$ cat src/common/pwr_wake_pkg.sv
// power-mode and wake-up controller: shared constants, types and layouts
// assumes an APB slave with 12-bit byte addresses and 32-bit data
package pwr_wake_pkg;

  // ----------------------------------------------------------------------
  // register map: printed offsets are indices, byte address = 4 * index
  // ----------------------------------------------------------------------
  localparam int unsigned ADDR_W = 12;
  localparam logic [9:0] PWR_CTRL_IDX = 10'h087;
  localparam logic [9:0] SETTLE_SEL_IDX = 10'h08f;
  localparam logic [9:0] WAKE_MASK_IDX = 10'h09f;
  localparam logic [9:0] IRQ_STATUS_IDX = 10'h0f0;
  localparam logic [9:0] IRQ_MASK_IDX = 10'h0f1;

  // ----------------------------------------------------------------------
  // field positions and reset values
  // ----------------------------------------------------------------------
  localparam int unsigned PCTL_IDLE_BIT = 0;
  localparam int unsigned PCTL_STOP_BIT = 1;
  localparam int unsigned PCTL_SLEEP_BIT = 2;
  localparam logic [2:0] PCTL_RST = 3'h0;
  localparam int unsigned SETTLE_SEL_LSB = 2;
  localparam logic [1:0] SETTLE_SEL_RST = 2'h2;
  localparam logic [7:0] WAKE_MASK_RST = 8'hff;
  localparam logic [7:0] PIN_ACTIVE_LOW = 8'h03;
  localparam logic [7:0] WAKE_LINE_IMPL = 8'hdf;
  localparam int unsigned ST_IDLE_WAKE = 0;
  localparam int unsigned ST_STOP_WAKE = 1;
  localparam int unsigned ST_SLEEP_WAKE = 2;
  localparam int unsigned ST_SETTLED = 3;
  localparam logic [3:0] IRQ_MASK_RST = 4'h0;

  // ----------------------------------------------------------------------
  // timing: regulator settle in oscillator cycles, 64 << select
  // ----------------------------------------------------------------------
  localparam logic [9:0] SETTLE_MIN_CYC = 10'h040;

  // ----------------------------------------------------------------------
  // types
  // ----------------------------------------------------------------------
  typedef enum logic [2:0] {
    MODE_RUN = 3'b000,
    MODE_IDLE = 3'b001,
    MODE_STOP = 3'b010,
    MODE_SLEEP = 3'b011,
    MODE_WAKE = 3'b100,
    MODE_SETTLE = 3'b101
  } mode_t;

  typedef struct packed {
    logic psel;
    logic penable;
    logic pwrite;
    logic [ADDR_W-1:0] paddr;
    logic [31:0] pwdata;
  } apb_req_t;

  typedef struct packed {
    logic pready;
    logic [31:0] prdata;
    logic pslverr;
  } apb_rsp_t;

  typedef struct packed {
    logic oscEnable;
    logic coreClkEn;
    logic periphClkEn;
    logic regulatorOn;
    logic isrVector;
    logic [7:0] isrLine;
    logic skipIsr;
  } core_ctl_t;

endpackage : pwr_wake_pkg

$ cat src/power_mode_wakeup_ctrl.sv
// power-mode and wake-up controller: idle, stop and sleep entry and exit,
// wake mask, regulator settle delay and oscillator / clock gating
// assumes core_clk is the always-on oscillator model and that the core
// honours coreClkEn as a level and isrVector and skipIsr as pulses on this clock
`timescale 1ns/10ps
`default_nettype none

module power_mode_wakeup_ctrl #(
  parameter logic [7:0] STOP_WAKE_OK = 8'hdf  // lines with no clock of own
) (
  input wire logic core_clk,                 // oscillator-derived clock
  input wire logic arst_n,                   // async reset, active low
  input wire pwr_wake_pkg::apb_req_t apbReq, // apb request group
  output pwr_wake_pkg::apb_rsp_t apbRsp,     // apb answer group
  input wire logic [7:0] wakeSrc,            // raw lines, async
  input wire logic [7:0] intEnable,          // per-line interrupt enables
  input wire logic globalIntEn,              // core global enable
  output pwr_wake_pkg::core_ctl_t coreCtl,   // clock, supply, vector
  output logic irq                           // level interrupt
);

  // ----------------------------------------------------------------------
  // state
  // ----------------------------------------------------------------------
  typedef struct packed {
    pwr_wake_pkg::mode_t mode;
    logic [2:0] modeBits;
    logic [7:0] wakeMask;
    logic [1:0] settleSel;
    logic [9:0] cnt;
    logic [3:0] irqStatus;
    logic [3:0] irqMask;
    logic [7:0] sync1;
    logic [7:0] sync2;
    logic [7:0] prevLvl;
    logic [7:0] pendLine;
    logic sleepWake;
    pwr_wake_pkg::apb_rsp_t rsp;
    pwr_wake_pkg::core_ctl_t ctl;
    logic irq;
  } state_t;

  localparam state_t STATE_RST = '{
    mode: pwr_wake_pkg::MODE_SETTLE,
    modeBits: pwr_wake_pkg::PCTL_RST,
    wakeMask: pwr_wake_pkg::WAKE_MASK_RST,
    settleSel: pwr_wake_pkg::SETTLE_SEL_RST,
    cnt: (pwr_wake_pkg::SETTLE_MIN_CYC << pwr_wake_pkg::SETTLE_SEL_RST)
         - 10'h001,
    irqStatus: 4'h0,
    irqMask: pwr_wake_pkg::IRQ_MASK_RST,
    // idle levels, so no false asserting edge follows reset
    sync1: pwr_wake_pkg::PIN_ACTIVE_LOW,
    sync2: pwr_wake_pkg::PIN_ACTIVE_LOW,
    prevLvl: 8'h00,
    pendLine: 8'h00,
    sleepWake: 1'b0,
    rsp: '{pready: 1'b0, prdata: 32'h0000_0000, pslverr: 1'b0},
    ctl: '{oscEnable: 1'b1, coreClkEn: 1'b0, periphClkEn: 1'b0,
           regulatorOn: 1'b1, isrVector: 1'b0, isrLine: 8'h00,
           skipIsr: 1'b0},
    irq: 1'b0
  };

  state_t s;
  state_t next_s;

  // ----------------------------------------------------------------------
  // helpers
  // ----------------------------------------------------------------------
  // settle length in oscillator cycles minus one, for the down counter
  function automatic logic [9:0] settleLast(input logic [1:0] sel);
    settleLast = (pwr_wake_pkg::SETTLE_MIN_CYC << sel) - 10'h001;
  endfunction : settleLast

  // lowest-numbered line wins when several fire together
  function automatic logic [7:0] firstLine(input logic [7:0] v);
    firstLine = v & (~v + 8'h01);
  endfunction : firstLine

  // ----------------------------------------------------------------------
  // next state
  // ----------------------------------------------------------------------
  always_comb begin
    logic [9:0] idx;
    logic access;
    logic commit;
    logic [7:0] asserted;
    logic [7:0] rising;
    logic [7:0] idleWake;
    logic [7:0] stopWake;
    logic [3:0] events;
    logic [31:0] rdVal;
    logic hit;
    idx = apbReq.paddr[pwr_wake_pkg::ADDR_W-1:2];
    access = apbReq.psel && apbReq.penable;
    commit = access && s.rsp.pready;
    events = 4'h0;
    rdVal = 32'h0000_0000;
    hit = 1'b1;
    next_s = s;

    // two-flop synchroniser on the async wake lines
    next_s.sync1 = wakeSrc;
    next_s.sync2 = s.sync1;
    // pins assert low, peripheral flags assert high
    asserted = s.sync2 ^ pwr_wake_pkg::PIN_ACTIVE_LOW;
    next_s.prevLvl = asserted;
    // only the asserting edge counts, level-triggered or not
    rising = asserted & ~s.prevLvl & pwr_wake_pkg::WAKE_LINE_IMPL;
    // idle: any enabled interrupt from still-running peripherals
    idleWake = rising & intEnable;
    // stop: enable and mask both needed, clocked sources excluded
    stopWake = rising & intEnable & s.wakeMask & STOP_WAKE_OK;

    // one-cycle pulses default low
    next_s.ctl.isrVector = 1'b0;
    next_s.ctl.skipIsr = 1'b0;

    // apb read decode
    unique case (idx)
      pwr_wake_pkg::PWR_CTRL_IDX: rdVal = 32'h0000_0000;
      pwr_wake_pkg::SETTLE_SEL_IDX:
        rdVal[pwr_wake_pkg::SETTLE_SEL_LSB +: 2] = s.settleSel;
      pwr_wake_pkg::WAKE_MASK_IDX: rdVal[7:0] = s.wakeMask;
      pwr_wake_pkg::IRQ_STATUS_IDX: rdVal[3:0] = s.irqStatus;
      pwr_wake_pkg::IRQ_MASK_IDX: rdVal[3:0] = s.irqMask;
      default: hit = 1'b0;
    endcase

    // answer one cycle into the access phase, then drop
    if (access && !s.rsp.pready) begin
      next_s.rsp.pready = 1'b1;
      next_s.rsp.prdata = apbReq.pwrite ? 32'h0000_0000 : rdVal;
      next_s.rsp.pslverr = !hit;
    end else begin
      next_s.rsp.pready = 1'b0;
      next_s.rsp.prdata = 32'h0000_0000;
      next_s.rsp.pslverr = 1'b0;
    end

    // apb write takes effect at the completing edge only
    if (commit && apbReq.pwrite) begin
      unique case (idx)
        pwr_wake_pkg::PWR_CTRL_IDX: begin
          // mode bits are accepted only while running
          if (s.mode == pwr_wake_pkg::MODE_RUN) begin
            next_s.modeBits = apbReq.pwdata[2:0];
          end
        end
        pwr_wake_pkg::SETTLE_SEL_IDX:
          next_s.settleSel = apbReq.pwdata[pwr_wake_pkg::SETTLE_SEL_LSB +: 2];
        pwr_wake_pkg::WAKE_MASK_IDX: next_s.wakeMask = apbReq.pwdata[7:0];
        pwr_wake_pkg::IRQ_MASK_IDX: next_s.irqMask = apbReq.pwdata[3:0];
        default: ;
      endcase
    end

    // power mode sequencer
    unique case (s.mode)
      pwr_wake_pkg::MODE_RUN: begin
        if (s.modeBits[pwr_wake_pkg::PCTL_STOP_BIT]) begin
          // every clock off; oscillator shut on its own last edge
          next_s.ctl.coreClkEn = 1'b0;
          next_s.ctl.periphClkEn = 1'b0;
          next_s.ctl.oscEnable = 1'b0;
          if (s.modeBits[pwr_wake_pkg::PCTL_SLEEP_BIT]) begin
            // same logic as stop, main regulator also off
            next_s.ctl.regulatorOn = 1'b0;
            next_s.mode = pwr_wake_pkg::MODE_SLEEP;
          end else begin
            next_s.mode = pwr_wake_pkg::MODE_STOP;
          end
        end else if (s.modeBits[pwr_wake_pkg::PCTL_IDLE_BIT]) begin
          // core gated, external peripherals keep their clock
          next_s.ctl.coreClkEn = 1'b0;
          next_s.ctl.periphClkEn = 1'b1;
          next_s.ctl.oscEnable = 1'b1;
          next_s.mode = pwr_wake_pkg::MODE_IDLE;
        end
      end
      pwr_wake_pkg::MODE_IDLE: begin
        if (idleWake != 8'h00) begin
          next_s.pendLine = firstLine(idleWake);
          next_s.modeBits[pwr_wake_pkg::PCTL_IDLE_BIT] = 1'b0;
          next_s.ctl.coreClkEn = 1'b1;
          next_s.ctl.isrVector = globalIntEn;
          next_s.ctl.isrLine = firstLine(idleWake);
          next_s.ctl.skipIsr = !globalIntEn;
          events[pwr_wake_pkg::ST_IDLE_WAKE] = 1'b1;
          next_s.mode = pwr_wake_pkg::MODE_RUN;
        end
      end
      pwr_wake_pkg::MODE_STOP, pwr_wake_pkg::MODE_SLEEP: begin
        if (stopWake != 8'h00) begin
          // event restarts the oscillator first
          next_s.pendLine = firstLine(stopWake);
          next_s.ctl.oscEnable = 1'b1;
          next_s.sleepWake = (s.mode == pwr_wake_pkg::MODE_SLEEP);
          if (s.mode == pwr_wake_pkg::MODE_SLEEP) begin
            // regulator back on, wait for it before the core runs
            next_s.ctl.regulatorOn = 1'b1;
            next_s.cnt = settleLast(s.settleSel);
            next_s.mode = pwr_wake_pkg::MODE_SETTLE;
          end else begin
            next_s.mode = pwr_wake_pkg::MODE_WAKE;
          end
        end
      end
      pwr_wake_pkg::MODE_SETTLE: begin
        if (s.cnt == 10'h000) begin
          events[pwr_wake_pkg::ST_SETTLED] = 1'b1;
          next_s.mode = pwr_wake_pkg::MODE_WAKE;
        end else begin
          next_s.cnt = s.cnt - 10'h001;
        end
      end
      pwr_wake_pkg::MODE_WAKE: begin
        // first oscillator edge: clocks back, mode bits cleared
        next_s.ctl.coreClkEn = 1'b1;
        next_s.ctl.periphClkEn = 1'b1;
        next_s.modeBits = pwr_wake_pkg::PCTL_RST;
        next_s.ctl.isrLine = s.pendLine;
        // after reset there is no line to serve
        if (s.pendLine != 8'h00) begin
          next_s.ctl.isrVector = globalIntEn;
          next_s.ctl.skipIsr = !globalIntEn;
          if (s.sleepWake) begin
            events[pwr_wake_pkg::ST_SLEEP_WAKE] = 1'b1;
          end else begin
            events[pwr_wake_pkg::ST_STOP_WAKE] = 1'b1;
          end
        end
        next_s.pendLine = 8'h00;
        next_s.sleepWake = 1'b0;
        next_s.mode = pwr_wake_pkg::MODE_RUN;
      end
      default: begin
        // illegal code: fall back to running with clocks on
        next_s.mode = pwr_wake_pkg::MODE_RUN;
        next_s.ctl.oscEnable = 1'b1;
        next_s.ctl.coreClkEn = 1'b1;
        next_s.ctl.periphClkEn = 1'b1;
        next_s.ctl.regulatorOn = 1'b1;
      end
    endcase

    // sticky status: read clears, a same-cycle event still wins
    if (commit && !apbReq.pwrite && idx == pwr_wake_pkg::IRQ_STATUS_IDX) begin
      next_s.irqStatus = events;
    end else begin
      next_s.irqStatus = s.irqStatus | events;
    end
    next_s.irq = |(next_s.irqStatus & next_s.irqMask);
  end

  // ----------------------------------------------------------------------
  // registers
  // ----------------------------------------------------------------------
  // whole state in one register; reset loads constants only
  always_ff @(posedge core_clk or negedge arst_n) begin
    if (!arst_n) begin
      s <= STATE_RST;
    end else begin
      s <= next_s;
    end
  end

  // outputs straight from state flops
  assign apbRsp = s.rsp;
  assign coreCtl = s.ctl;
  assign irq = s.irq;

endmodule : power_mode_wakeup_ctrl

`default_nettype wire

$ cat config.mk
export PLATFORM = sky130hd
export DESIGN_NAME = power_mode_wakeup_ctrl
export DESIGN_NICKNAME = d
export VERILOG_FILES = /design/src/common/pwr_wake_pkg.sv /design/src/power_mode_wakeup_ctrl.sv
export SDC_FILE = /design/constraint.sdc
export NUM_CORES = 1
export LEC_CHECK = 0
export ABC_CLOCK_PERIOD_IN_PS = 6700
export BUFFER_PORTS_ARGS = -buffer_cell sky130_fd_sc_hd__clkbuf_2
export CORE_MARGIN = 2
export CORE_UTILIZATION = 30
export CTS_CLUSTER_DIAMETER = 200
export DETAILED_ROUTE_END_ITERATION = 16
export MAX_ROUTING_LAYER = met4
export RECOVER_POWER = 50
export SETUP_SLACK_MARGIN = 0.05
export SLEW_MARGIN = 20
export SYNTH_ARGS = -nofsm -noshare
export SYNTH_HDL_FRONTEND = slang
export SYNTH_SLANG_ARGS = --single-unit
$ cat constraint.sdc
create_clock -name core_clk -period 6.7 [get_ports core_clk]
set_input_delay 1.34 -clock core_clk [delete_from_list [all_inputs] [get_ports core_clk]]
set_output_delay 1.34 -clock core_clk [all_outputs]
set_load 0.05 [all_outputs]
==> impl_metrics.env, run 1 <==
export IMPL_run_status="finished with violations"
export IMPL_violations="max-capacitance violations, max-slew violations"
export IMPL_synth_cells=419
export IMPL_finalMaxSlewViolations=36
export IMPL_num_antenna_cells=0
export IMPL_setup_tns_ps=0
export IMPL_finalClockSkew_ps=8.25
export IMPL_dieHeight_um=126
export IMPL_yosys_register_bits=87
export IMPL_flow_area_growth_from_synthesis_pct=11.7
export IMPL_slew_limit_headroom_pct=-24.5
export IMPL_first_pass_iters=4
export IMPL_grt_first_pass_wirelength_mm=16.0
export IMPL_preCtsSetupSlack_ps=2760
export IMPL_grt_util_all_layers_pct=13.1
export IMPL_clock_buffers_created_by_tritoncts=9
export IMPL_power_per_cell_area_nw_per_um2=372
export IMPL_setup_worst_path_start_class="input port"
export IMPL_wl_per_cell_um=15.0
export IMPL_max_freq_ghz=0.282
export IMPL_cts_hold_repair_buffers=0
export IMPL_hp_class="reg -> reg"
export IMPL_final_period_minus_worst_setup_slack_ps=3550
export IMPL_critical_path_arrival_ps=3780
export IMPL_ir_worst_vdd_mv=0.151
export IMPL_globalRouteOverflowTotal=0
export IMPL_fin_nets=527
export IMPL_placed_cells=633
export IMPL_cts_htree_levels=3
export IMPL_worstPathMaxFanout=4
export IMPL_route_met3_wl_um=631
export IMPL_synthesis_area_per_instance_um2=10.6
export IMPL_first_iter_violations=148
export IMPL_instances_no_fill=649
export IMPL_synth_edf_count=0
export IMPL_top_level_ports=115
export IMPL_yosys_warnings=0
export IMPL_final_setup_worst_slack_ps=3150
export IMPL_drive_above_1_share_pct=29.2
export IMPL_fp_dieArea_um2=15800
export IMPL_die_x_um=126
export IMPL_highest_routing_layer_actually_used="met4"
export IMPL_cts_repair_resized=0
export IMPL_buffer_ports_inserted=61
export IMPL_max_cap_violations=1
export IMPL_antenna_found_initial=0
export IMPL_layout_common_cells="62 x dfrtp_1, 59 x clkbuf_2, 35 x nor2_1"
export IMPL_via_count=3185
export IMPL_met1_length_mm=4.45
export IMPL_yosysSeqAreaShare_pct=49.8
export IMPL_type_of_destination_of_the_critical_path="register"
export IMPL_postRouteWirelength_mm=9.75
export IMPL_grt_max_degree=54
export IMPL_async_flop_share_pct=100
export IMPL_final_cycle_share_pct=53.0
export IMPL_finalHoldViolCount=0
export IMPL_detail_route_drc_violations=0
export IMPL_gp_congestion=0.840
export IMPL_cts_num_sinks=87
export IMPL_placeableCoreArea_um2=14500
export IMPL_clock_root_buffer="clkbuf_16"
export IMPL_detailroute_wirelength_met2_mm=4.56
export IMPL_cts_buffer_depth=2
export IMPL_worstMarginPinSlew_ps=1870
export IMPL_worstSkewPairLatency_ps=350
export IMPL_hpwlAfterDp_mm=7.45
export IMPL_post_drt_via_cell_ratio=4.91
export IMPL_first_global_vias=3154
export IMPL_timing_setup_critical_path_class="in -> reg"
export IMPL_final_common_cell="dfrtp_1"
export IMPL_tritoncts="done"
export IMPL_setup_viol=0
export IMPL_std_cell_rows=44
export IMPL_synth_distinct_cells=63
export IMPL_post_layout_total_power_mw=1.84
export IMPL_post_synth_instance_area_um2=4430
export IMPL_initial_core_util_pct=30.6
export IMPL_ys_flop_type="dfrtp_1"
export IMPL_cellLeakagePower_nw=2.25
export IMPL_antenna_left=0
export IMPL_worst_endpoint_required_ps=6940
export IMPL_cts_setup_buffers=0
export IMPL_worst_setup_hold_path_clk_slew_ps=60
export IMPL_rsz0062_at_grt="no"
[Yosys cell counts, drive strengths merged (2+ instances only)]
cell,instances,area (um^2)
nor2b,6,37.5
a21o,4,31.3
a21oi,15,75.1
and4b,5,50.1
a21boi,3,22.5
a22o,4,36.3
o31ai,2,15.0
mux2,22,248
a211oi,3,22.5
mux2i,7,70.1
a221o,7,70.1
o2bb2a,2,20.0
nand3,9,45.0
or3b,2,20.0
nand2b,2,12.5
or4,4,33.8
or3,7,43.8
clkbuf,8,30.0
nor4,11,68.8
dfrtp,62,1550
and3b,4,36.3
nor2,36,143
and2,6,37.5
dfstp,25,657
nand3b,8,60.1
buf,50,379
or2,4,25.0
o21ai,19,95.1
a32oi,2,17.5
a221oi,3,26.3
nor3b,3,32.5
nand4,2,12.5
a211o,2,17.5
nand2,27,101
inv,6,22.5
and3,4,25.0
nor3,13,65.1
a22oi,3,22.5
[critical path: stages]
cell and delay [ps]:
clkbuf_2 90, or4bb_1 530, nor4_1 800, mux2_2 430
a222oi_1 340, a21bo_1 250
[cell type report]
cell class / instances / area (um^2)
fill: 1461 / 9530
sequential: 87 / 2210
multi-input combinational: 292 / 1880
timing repair buffer: 64 / 325
tap: 184 / 230
clock buffer: 9 / 225
clock inverter: 7 / 55.1
inverter: 6 / 22.5
[metrics by stage]
stage	area, um^2	hold WS, ps	utilization, %
after floorplan	4520	331	-
after global placement	4670	336	32.3
after detailed placement	4670	336	32.3
after CTS	4950	351	34.2
after global routing	4950	364	34.2
final	4950	349	34.2
[per-layer routing]
metal  vias up  GRT usage [%]
met5         -              -
met4         0           4.71
met2        92           20.1
met1      1531           16.3
met3        10           4.15
li1       1552              -
[worst paths after layout]
kind	startpoint	to	slack (ps)	cells past startpoint
min in group asynchronous	arst_n	next_s[61]	1510	1
max reg2reg	s[113]	s[56]	3860	5
max in group asynchronous	arst_n	apbRsp[33]	3690	2
min reg2reg	next_s[73]	next_s[65]	350	0
max	apbReq[35]	irq	3150	6
min	next_s[73]	next_s[65]	350	0
[registers in the layout, indices dropped and copies added, names as in the netlist]
name	flops
coreCtl	13
irq	1
next_s	12
apbRsp	10
s	51
[cells by family after synthesis]
kind of cell | synth area share [%]
and+or+nand+nor | 20.3
muxes | 7.17
AOI/OAI and AO/OA | 12.6
buffers and inverters | 9.74
other | 0.0846
DFF | 49.8
adders and majority gates | 0.282
[power by group]
part | internal (mW) | switching (mW) | total [mW]
sequential | 0.647 | 0.103 | 0.750
clock | 0.255 | 0.214 | 0.468
combinational | 0.214 | 0.407 | 0.621
total | 1.12 | 0.724 | 1.84
(Power assumes the default switching activity.)
==> inputs of run 2 (changes only) <==
--- a/config.mk
+++ b/config.mk
@@ -5,7 +5,7 @@
 export SDC_FILE = /design/constraint.sdc
 export NUM_CORES = 1
 export LEC_CHECK = 0
-export ABC_CLOCK_PERIOD_IN_PS = 6700
+export ABC_CLOCK_PERIOD_IN_PS = 3150
 export BUFFER_PORTS_ARGS = -buffer_cell sky130_fd_sc_hd__clkbuf_2
 export CORE_MARGIN = 2
 export CORE_UTILIZATION = 30
==> constraint.sdc (replaced) <==
create_clock -name core_clk -period 3.15 [get_ports core_clk]
set_input_delay 0.63 -clock core_clk [delete_from_list [all_inputs] [get_ports core_clk]]
set_output_delay 0.63 -clock core_clk [all_outputs]
set_load 0.05 [all_outputs]
==> impl_metrics.env, run 2 (same netlist as run 1, synthesis figures left out) <==
export IMPL_cts_htree_levels=3
export IMPL_timing_setup_critical_path_class="reg -> reg"
export IMPL_max_cap_violations=1
export IMPL_cts_hold_repair_buffers=0
export IMPL_first_iter_violations=185
export IMPL_worstMarginPinSlew_ps=2110
export IMPL_clock_buffers_created_by_tritoncts=9
export IMPL_final_setup_worst_slack_ps=508
export IMPL_clock_root_buffer="clkbuf_16"
export IMPL_finalClockSkew_ps=5.52
export IMPL_final_period_minus_worst_setup_slack_ps=2640
export IMPL_largest_register_ffs=51
export IMPL_setup_viol=0
export IMPL_slowest_delay_ps=650
export IMPL_first_global_vias=3101
export IMPL_worstPathMaxFanout=13
export IMPL_wl_per_cell_um=15.3
export IMPL_cts_setup_buffers=0
export IMPL_first_pass_iters=4
export IMPL_max_freq_ghz=0.379
export IMPL_fin_nets=532
export IMPL_rsz0062_at_grt="no"
export IMPL_hpwlAfterDp_mm=7.48
export IMPL_cts_num_sinks=87
export IMPL_ordered_cell_list_for_the_critical_path="inv_1 -> or3_1 -> nor4b_1 -> a211o_1 -> mux2_2"
export IMPL_finalMaxSlewViolations=88
export IMPL_grt_max_degree=88
export IMPL_setup_tns_ps=0
export IMPL_num_antenna_cells=0
export IMPL_worst_endpoint_required_ps=3380
export IMPL_setup_worst_path_start_class="register"
export IMPL_initial_core_util_pct=30.6
export IMPL_antenna_left=0
export IMPL_via_count=3204
export IMPL_layout_common_cells="62 x dfrtp_1, 61 x clkbuf_2, 35 x nor2_1"
export IMPL_postRouteWirelength_mm=10.0
export IMPL_finalHoldViolCount=0
export IMPL_final_cycle_share_pct=83.9
export IMPL_top_level_ports=115
export IMPL_std_cell_rows=44
export IMPL_die_x_um=126
export IMPL_grt_util_all_layers_pct=13.6
export IMPL_violations="max-capacitance violations, max-slew violations"
export IMPL_flow_area_growth_from_synthesis_pct=12.8
export IMPL_detail_route_drc_violations=0
export IMPL_placeableCoreArea_um2=14500
export IMPL_final_common_cell="dfrtp_1"
export IMPL_ir_worst_vdd_mv=0.338
export IMPL_hp_class="reg -> reg"
export IMPL_globalRouteOverflowTotal=0
export IMPL_post_drt_via_cell_ratio=4.90
export IMPL_critical_path_arrival_ps=2870
export IMPL_cts_buffer_depth=2
export IMPL_buffer_ports_inserted=61
export IMPL_cpMaxStageDelayCell="dfstp_2"
export IMPL_preCtsSetupSlack_ps=352
export IMPL_power_per_cell_area_nw_per_um2=800
export IMPL_slew_limit_headroom_pct=-40.8
export IMPL_cellLeakagePower_nw=2.28
export IMPL_grt_first_pass_wirelength_mm=16.3
export IMPL_regMostFlops="s"
export IMPL_placed_cell_area_um2=4720
export IMPL_gp_congestion=0.851
export IMPL_worst_setup_hold_path_clk_slew_ps=60
export IMPL_drive_above_1_share_pct=30.0
export IMPL_fp_dieArea_um2=15800
export IMPL_run_status="finished with violations"
export IMPL_finalInstanceArea_um2=5000
export IMPL_type_of_destination_of_the_critical_path="register"
export IMPL_worstSkewPairLatency_ps=350
export IMPL_antenna_found_initial=0
export IMPL_dieHeight_um=126
export IMPL_cts_repair_resized=0
export IMPL_tritoncts="done"
## run 2: cell types whose count changed in the layout (fill, tap and decap cells not counted), sizes merged
cell / previous run / this run
clkinv: 4 / 2
clkinvlp: 1 / 2
clkbuf: 70 / 73
buf: 3 / 7
bufinv: 0 / 1
inv: 8 / 6
## run 2: layout make-up
class / instances / area (um^2)
fill: 1446 / 9480
clock buffer: 11 / 233
clock inverter: 5 / 58.8
sequential: 87 / 2210
timing repair buffer: 69 / 365
tap: 184 / 230
inverter: 6 / 22.5
multi-input combinational: 292 / 1880
## run 2: worst paths after layout
path,from,to,slack (ps),cells after the start
worst min-delay path,next_s[70],next_s[62],350,0
max in group asynchronous,arst_n,coreCtl[2],900,2
min in group asynchronous,arst_n,s[58],990,2
worst min register to register,next_s[70],next_s[62],350,0
worst max-delay path,s[113],s[56],510,5
worst max register to register,s[113],s[56],510,5
## run 2: metrics by stage
| step | hold WS, ps | util (%) | instances | total power, mW |
|---|---|---|---|---|
| floorplan | 331 | - | 443 | 2.72 |
| global placement | 336 | 32.6 | 638 | 2.93 |
| finish | 346 | 34.5 | 654 | 4.00 |
| global route | 358 | 34.5 | 654 | 4.25 |
| CTS | 334 | 34.6 | 654 | 4.04 |
| detailed placement | 336 | 32.6 | 638 | 2.97 |
## run 2: worst max-delay path: cells and delay by family, from the launching register on
kind / cells / cell delay [ps]
buffers and inverters: 1 / 160
DFF: 1 / 650
AOI/OAI and AO/OA: 1 / 340
muxes: 1 / 380
and+or+nand+nor: 2 / 990
## run 2: power breakdown
part | internal, mW | leakage, nW | total [mW] | switching (mW)
clock | 0.615 | 0.136 | 1.05 | 0.437
combinational | 0.476 | 1.09 | 1.35 | 0.879
sequential | 1.38 | 1.05 | 1.59 | 0.218
## run 2: routing by layer
layer  up-vias  share of wire [%]  track usage [%]
li1       1564                  -                -
met1      1544                 46             17.7
met2        86                 47             19.9
met3        10                6.1             3.68
met4         0                1.5             5.88
met5         -                  0                -
==> inputs of run 3 (changes only) <==
--- a/config.mk
+++ b/config.mk
@@ -5,7 +5,8 @@
 export SDC_FILE = /design/constraint.sdc
 export NUM_CORES = 1
 export LEC_CHECK = 0
-export ABC_CLOCK_PERIOD_IN_PS = 3150
+export ABC_AREA = 1
+export ABC_CLOCK_PERIOD_IN_PS = 2750
 export BUFFER_PORTS_ARGS = -buffer_cell sky130_fd_sc_hd__clkbuf_2
 export CORE_MARGIN = 2
 export CORE_UTILIZATION = 30
==> constraint.sdc (replaced) <==
create_clock -name core_clk -period 2.75 [get_ports core_clk]
set_input_delay 0.55 -clock core_clk [delete_from_list [all_inputs] [get_ports core_clk]]
set_output_delay 0.55 -clock core_clk [all_outputs]
set_load 0.05 [all_outputs]
==> impl_metrics.env, run 3 <==
export IMPL_timing_reg2reg_setup_slack_ps=900
export IMPL_hp_class="in -> reg"
export IMPL_via_count=3446
export IMPL_slowest_delay_ps=680
export IMPL_worst_setup_hold_path_clk_slew_ps=70
export IMPL_drive_above_1_share_pct=22.5
export IMPL_preCtsSetupSlack_ps=793
export IMPL_grt_util_all_layers_pct=13.1
export IMPL_first_global_vias=3326
export IMPL_die_x_um=127
export IMPL_initial_core_util_pct=30.3
export IMPL_worstSkewPairLatency_ps=350
export IMPL_crit_buf_inv=1
export IMPL_power_per_cell_area_nw_per_um2=926
export IMPL_cts_num_sinks=87
export IMPL_final_period_minus_worst_setup_slack_ps=1850
export IMPL_worstReg2RegEnd="s[98]"
export IMPL_synth_cells=557
export IMPL_hpwlAfterDp_mm=7.39
export IMPL_yosys_register_bits=87
export IMPL_clock_buffers_created_by_tritoncts=9
export IMPL_flow_area_growth_from_synthesis_pct=12.8
export IMPL_synth_distinct_cells=41
export IMPL_wl_per_cell_um=12.2
export IMPL_yosys_area_top_type_share_pct=34.0
export IMPL_first_iter_violations=165
export IMPL_clock_root_buffer="clkbuf_16"
export IMPL_finalHoldViolCount=0
export IMPL_critical_path_reg2reg_startpoint="s[115]"
export IMPL_synthDominantAreaCellType="dfrtp_1"
export IMPL_beginning_of_the_worst_hold_path="wakeSrc[1]"
export IMPL_hold_path_cell_count=1
export IMPL_setup_viol=0
export IMPL_final_cycle_share_pct=67.2
export IMPL_detail_route_drc_violations=0
export IMPL_ir_worst_vdd_mv=0.319
export IMPL_worstHoldEndpoint="next_s[67]"
export IMPL_yosys_warnings=0
export IMPL_setup_tns_ps=0
export IMPL_grt_first_pass_wirelength_mm=16.3
export IMPL_run_status="completed"
export IMPL_ordered_cell_list_for_the_critical_path="nand3_4 -> inv_4 -> nand2_1 -> ha_1 -> nand2_1 -> nor2_2 -> nand2_1 -> nand2_1 -> nand3_1 -> nand2_1"
export IMPL_type_of_destination_of_the_critical_path="register"
export IMPL_worstPathMaxFanout=10
export IMPL_gp_congestion=0.840
export IMPL_num_antenna_cells=0
export IMPL_kind_of_cell_adding_the_most_delay_to_the_critical_path="simple AND/OR/NAND/NOR gates"
export IMPL_cts_hold_repair_buffers=0
export IMPL_finalMaxSlewViolations=0
export IMPL_synthesis_area_per_instance_um2=8.19
export IMPL_netlist_top_cells_area="dfrtp_1 34%, dfstp_2 14%, nand2_1 13%, buf_4 8.1%, inv_1 5.0%"
export IMPL_final_setup_worst_slack_ps=902
export IMPL_worst_endpoint_required_ps=2980
export IMPL_cts_setup_buffers=0
export IMPL_std_cell_rows=45
export IMPL_first_pass_iters=4
export IMPL_globalRouteOverflowTotal=0
export IMPL_finalInstanceArea_um2=5140
export IMPL_worstMarginPinSlew_ps=1360
export IMPL_rsz0062_at_grt="no"
export IMPL_dieHeight_um=127
export IMPL_fin_nets=671
export IMPL_antenna_found_initial=0
export IMPL_max_freq_ghz=0.541
export IMPL_tritoncts="done"
export IMPL_cts_repair_resized=0
export IMPL_async_flop_share_pct=100
export IMPL_grt_max_degree=40
export IMPL_postRouteWirelength_mm=9.71
export IMPL_largest_register_ffs=51
export IMPL_placeableCoreArea_um2=15000
export IMPL_buffer_ports_inserted=61
export IMPL_finalClockSkew_ps=8.74
export IMPL_cellLeakagePower_nw=2.66
export IMPL_layout_filler_cells=1559
export IMPL_r2r_cells=10
export IMPL_yosysSeqAreaShare_pct=48.4
export IMPL_layout_common_cells="157 x nand2_1, 62 x dfrtp_1, 61 x inv_1, 61 x clkbuf_2, 51 x nor2_1"
export IMPL_antenna_left=0
export IMPL_final_common_cell="nand2_1"
export IMPL_cp_common_cell="nand2_1"
export IMPL_post_drt_via_cell_ratio=4.32
export IMPL_cts_buffer_depth=2
export IMPL_critical_path_arrival_ps=2080
export IMPL_max_cap_violations=0
export IMPL_cts_htree_levels=3
export IMPL_timing_setup_critical_path_class="reg -> reg"
export IMPL_post_synth_instance_area_um2=4560
export IMPL_fp_dieArea_um2=16200
export IMPL_slew_limit_headroom_pct=9.08
export IMPL_synth_edf_count=0
export IMPL_cpMaxStageDelayCell="dfstp_2"
export IMPL_top_level_ports=115
export IMPL_placed_cell_area_um2=4840
export IMPL_synth_most_common_cell="nand2_1"
export IMPL_regMostFlops="s"
export IMPL_setup_worst_path_start_class="register"
export IMPL_ys_flop_type="dfrtp_1"
export IMPL_post_synth_most_frequent_cells="157 x nand2_1, 62 x dfrtp_1, 61 x inv_1"
export IMPL_post_layout_total_power_mw=4.77
-- run 3: changes by cell type in the layout (fill, tap and decap cells not counted), moves of 11 or more --
cell and delta:
nand2_1 +130, inv_1 +55, nand3_1 +32, mux2_2 -22, nor2_1 +16, nor4_1 -11
-- run 3: layout make-up --
class                   count  area [um^2]  share of cell area [%]
clock buffers               9          225                    4.38
multi-input cells         376         1800                    35.0
inverters                  67          255                    4.96
repair buffers             63          329                    6.40
clock inverters             7         88.8                    1.73
well taps                 188          235                    4.57
flip-flops and latches     87         2210                    42.9
-- run 3: how the worst max path moves through the flow --
stage | from | to | slack (ps) | cells past startpoint
4_1_cts | s[115] | s[98] | 890 | 10
3_3_place_gp | apbReq[40] | s[110] | 820 | 10
6_report | s[115] | s[98] | 900 | 10
3_5_place_dp | apbReq[40] | s[110] | 790 | 10
5_1_grt | arst_n | s[51] | 630 | 2
2_1_floorplan | s[115] | s[98] | 1100 | 11
-- run 3: cells by family (layout without fill, tap and decap cells) --
family / after synthesis / after routing / synth area share, %
flops: 87 / 87 / 48.4
simple gates: 297 / 297 / 30.4
compound gates: 50 / 50 / 6.20
other cells: 1 / 25 / 0.0822
buf+inv: 118 / 146 / 14.0
fa+ha+maj: 1 / 1 / 0.274
xor+xnor: 3 / 3 / 0.576
-- run 3: metal layers --
metal,up-vias,GRT usage [%],part of all wire [%]
met5,-,-,0
met4,0,4.33,1.0
met3,7,2.64,3.4
met2,83,19.3,44
met1,1570,18.2,52
li1,1786,-,-
-- run 3: where the power goes --
group / internal, mW / switching, mW
logic: 0.477 / 1.24
clock network: 0.728 / 0.561
registers: 1.57 / 0.186
-- run 3: through the flow --
| stage | utilization [%] | hold WS [ps] | std cells |
|---|---|---|---|
| after floorplan | - | 254 | 581 |
| after global placement | 32.2 | 335 | 781 |
| after detailed placement | 32.2 | 341 | 781 |
| after CTS | 34.3 | 99.8 | 797 |
| after global routing | 34.2 | 270 | 797 |
| final | 34.2 | 286 | 797 |
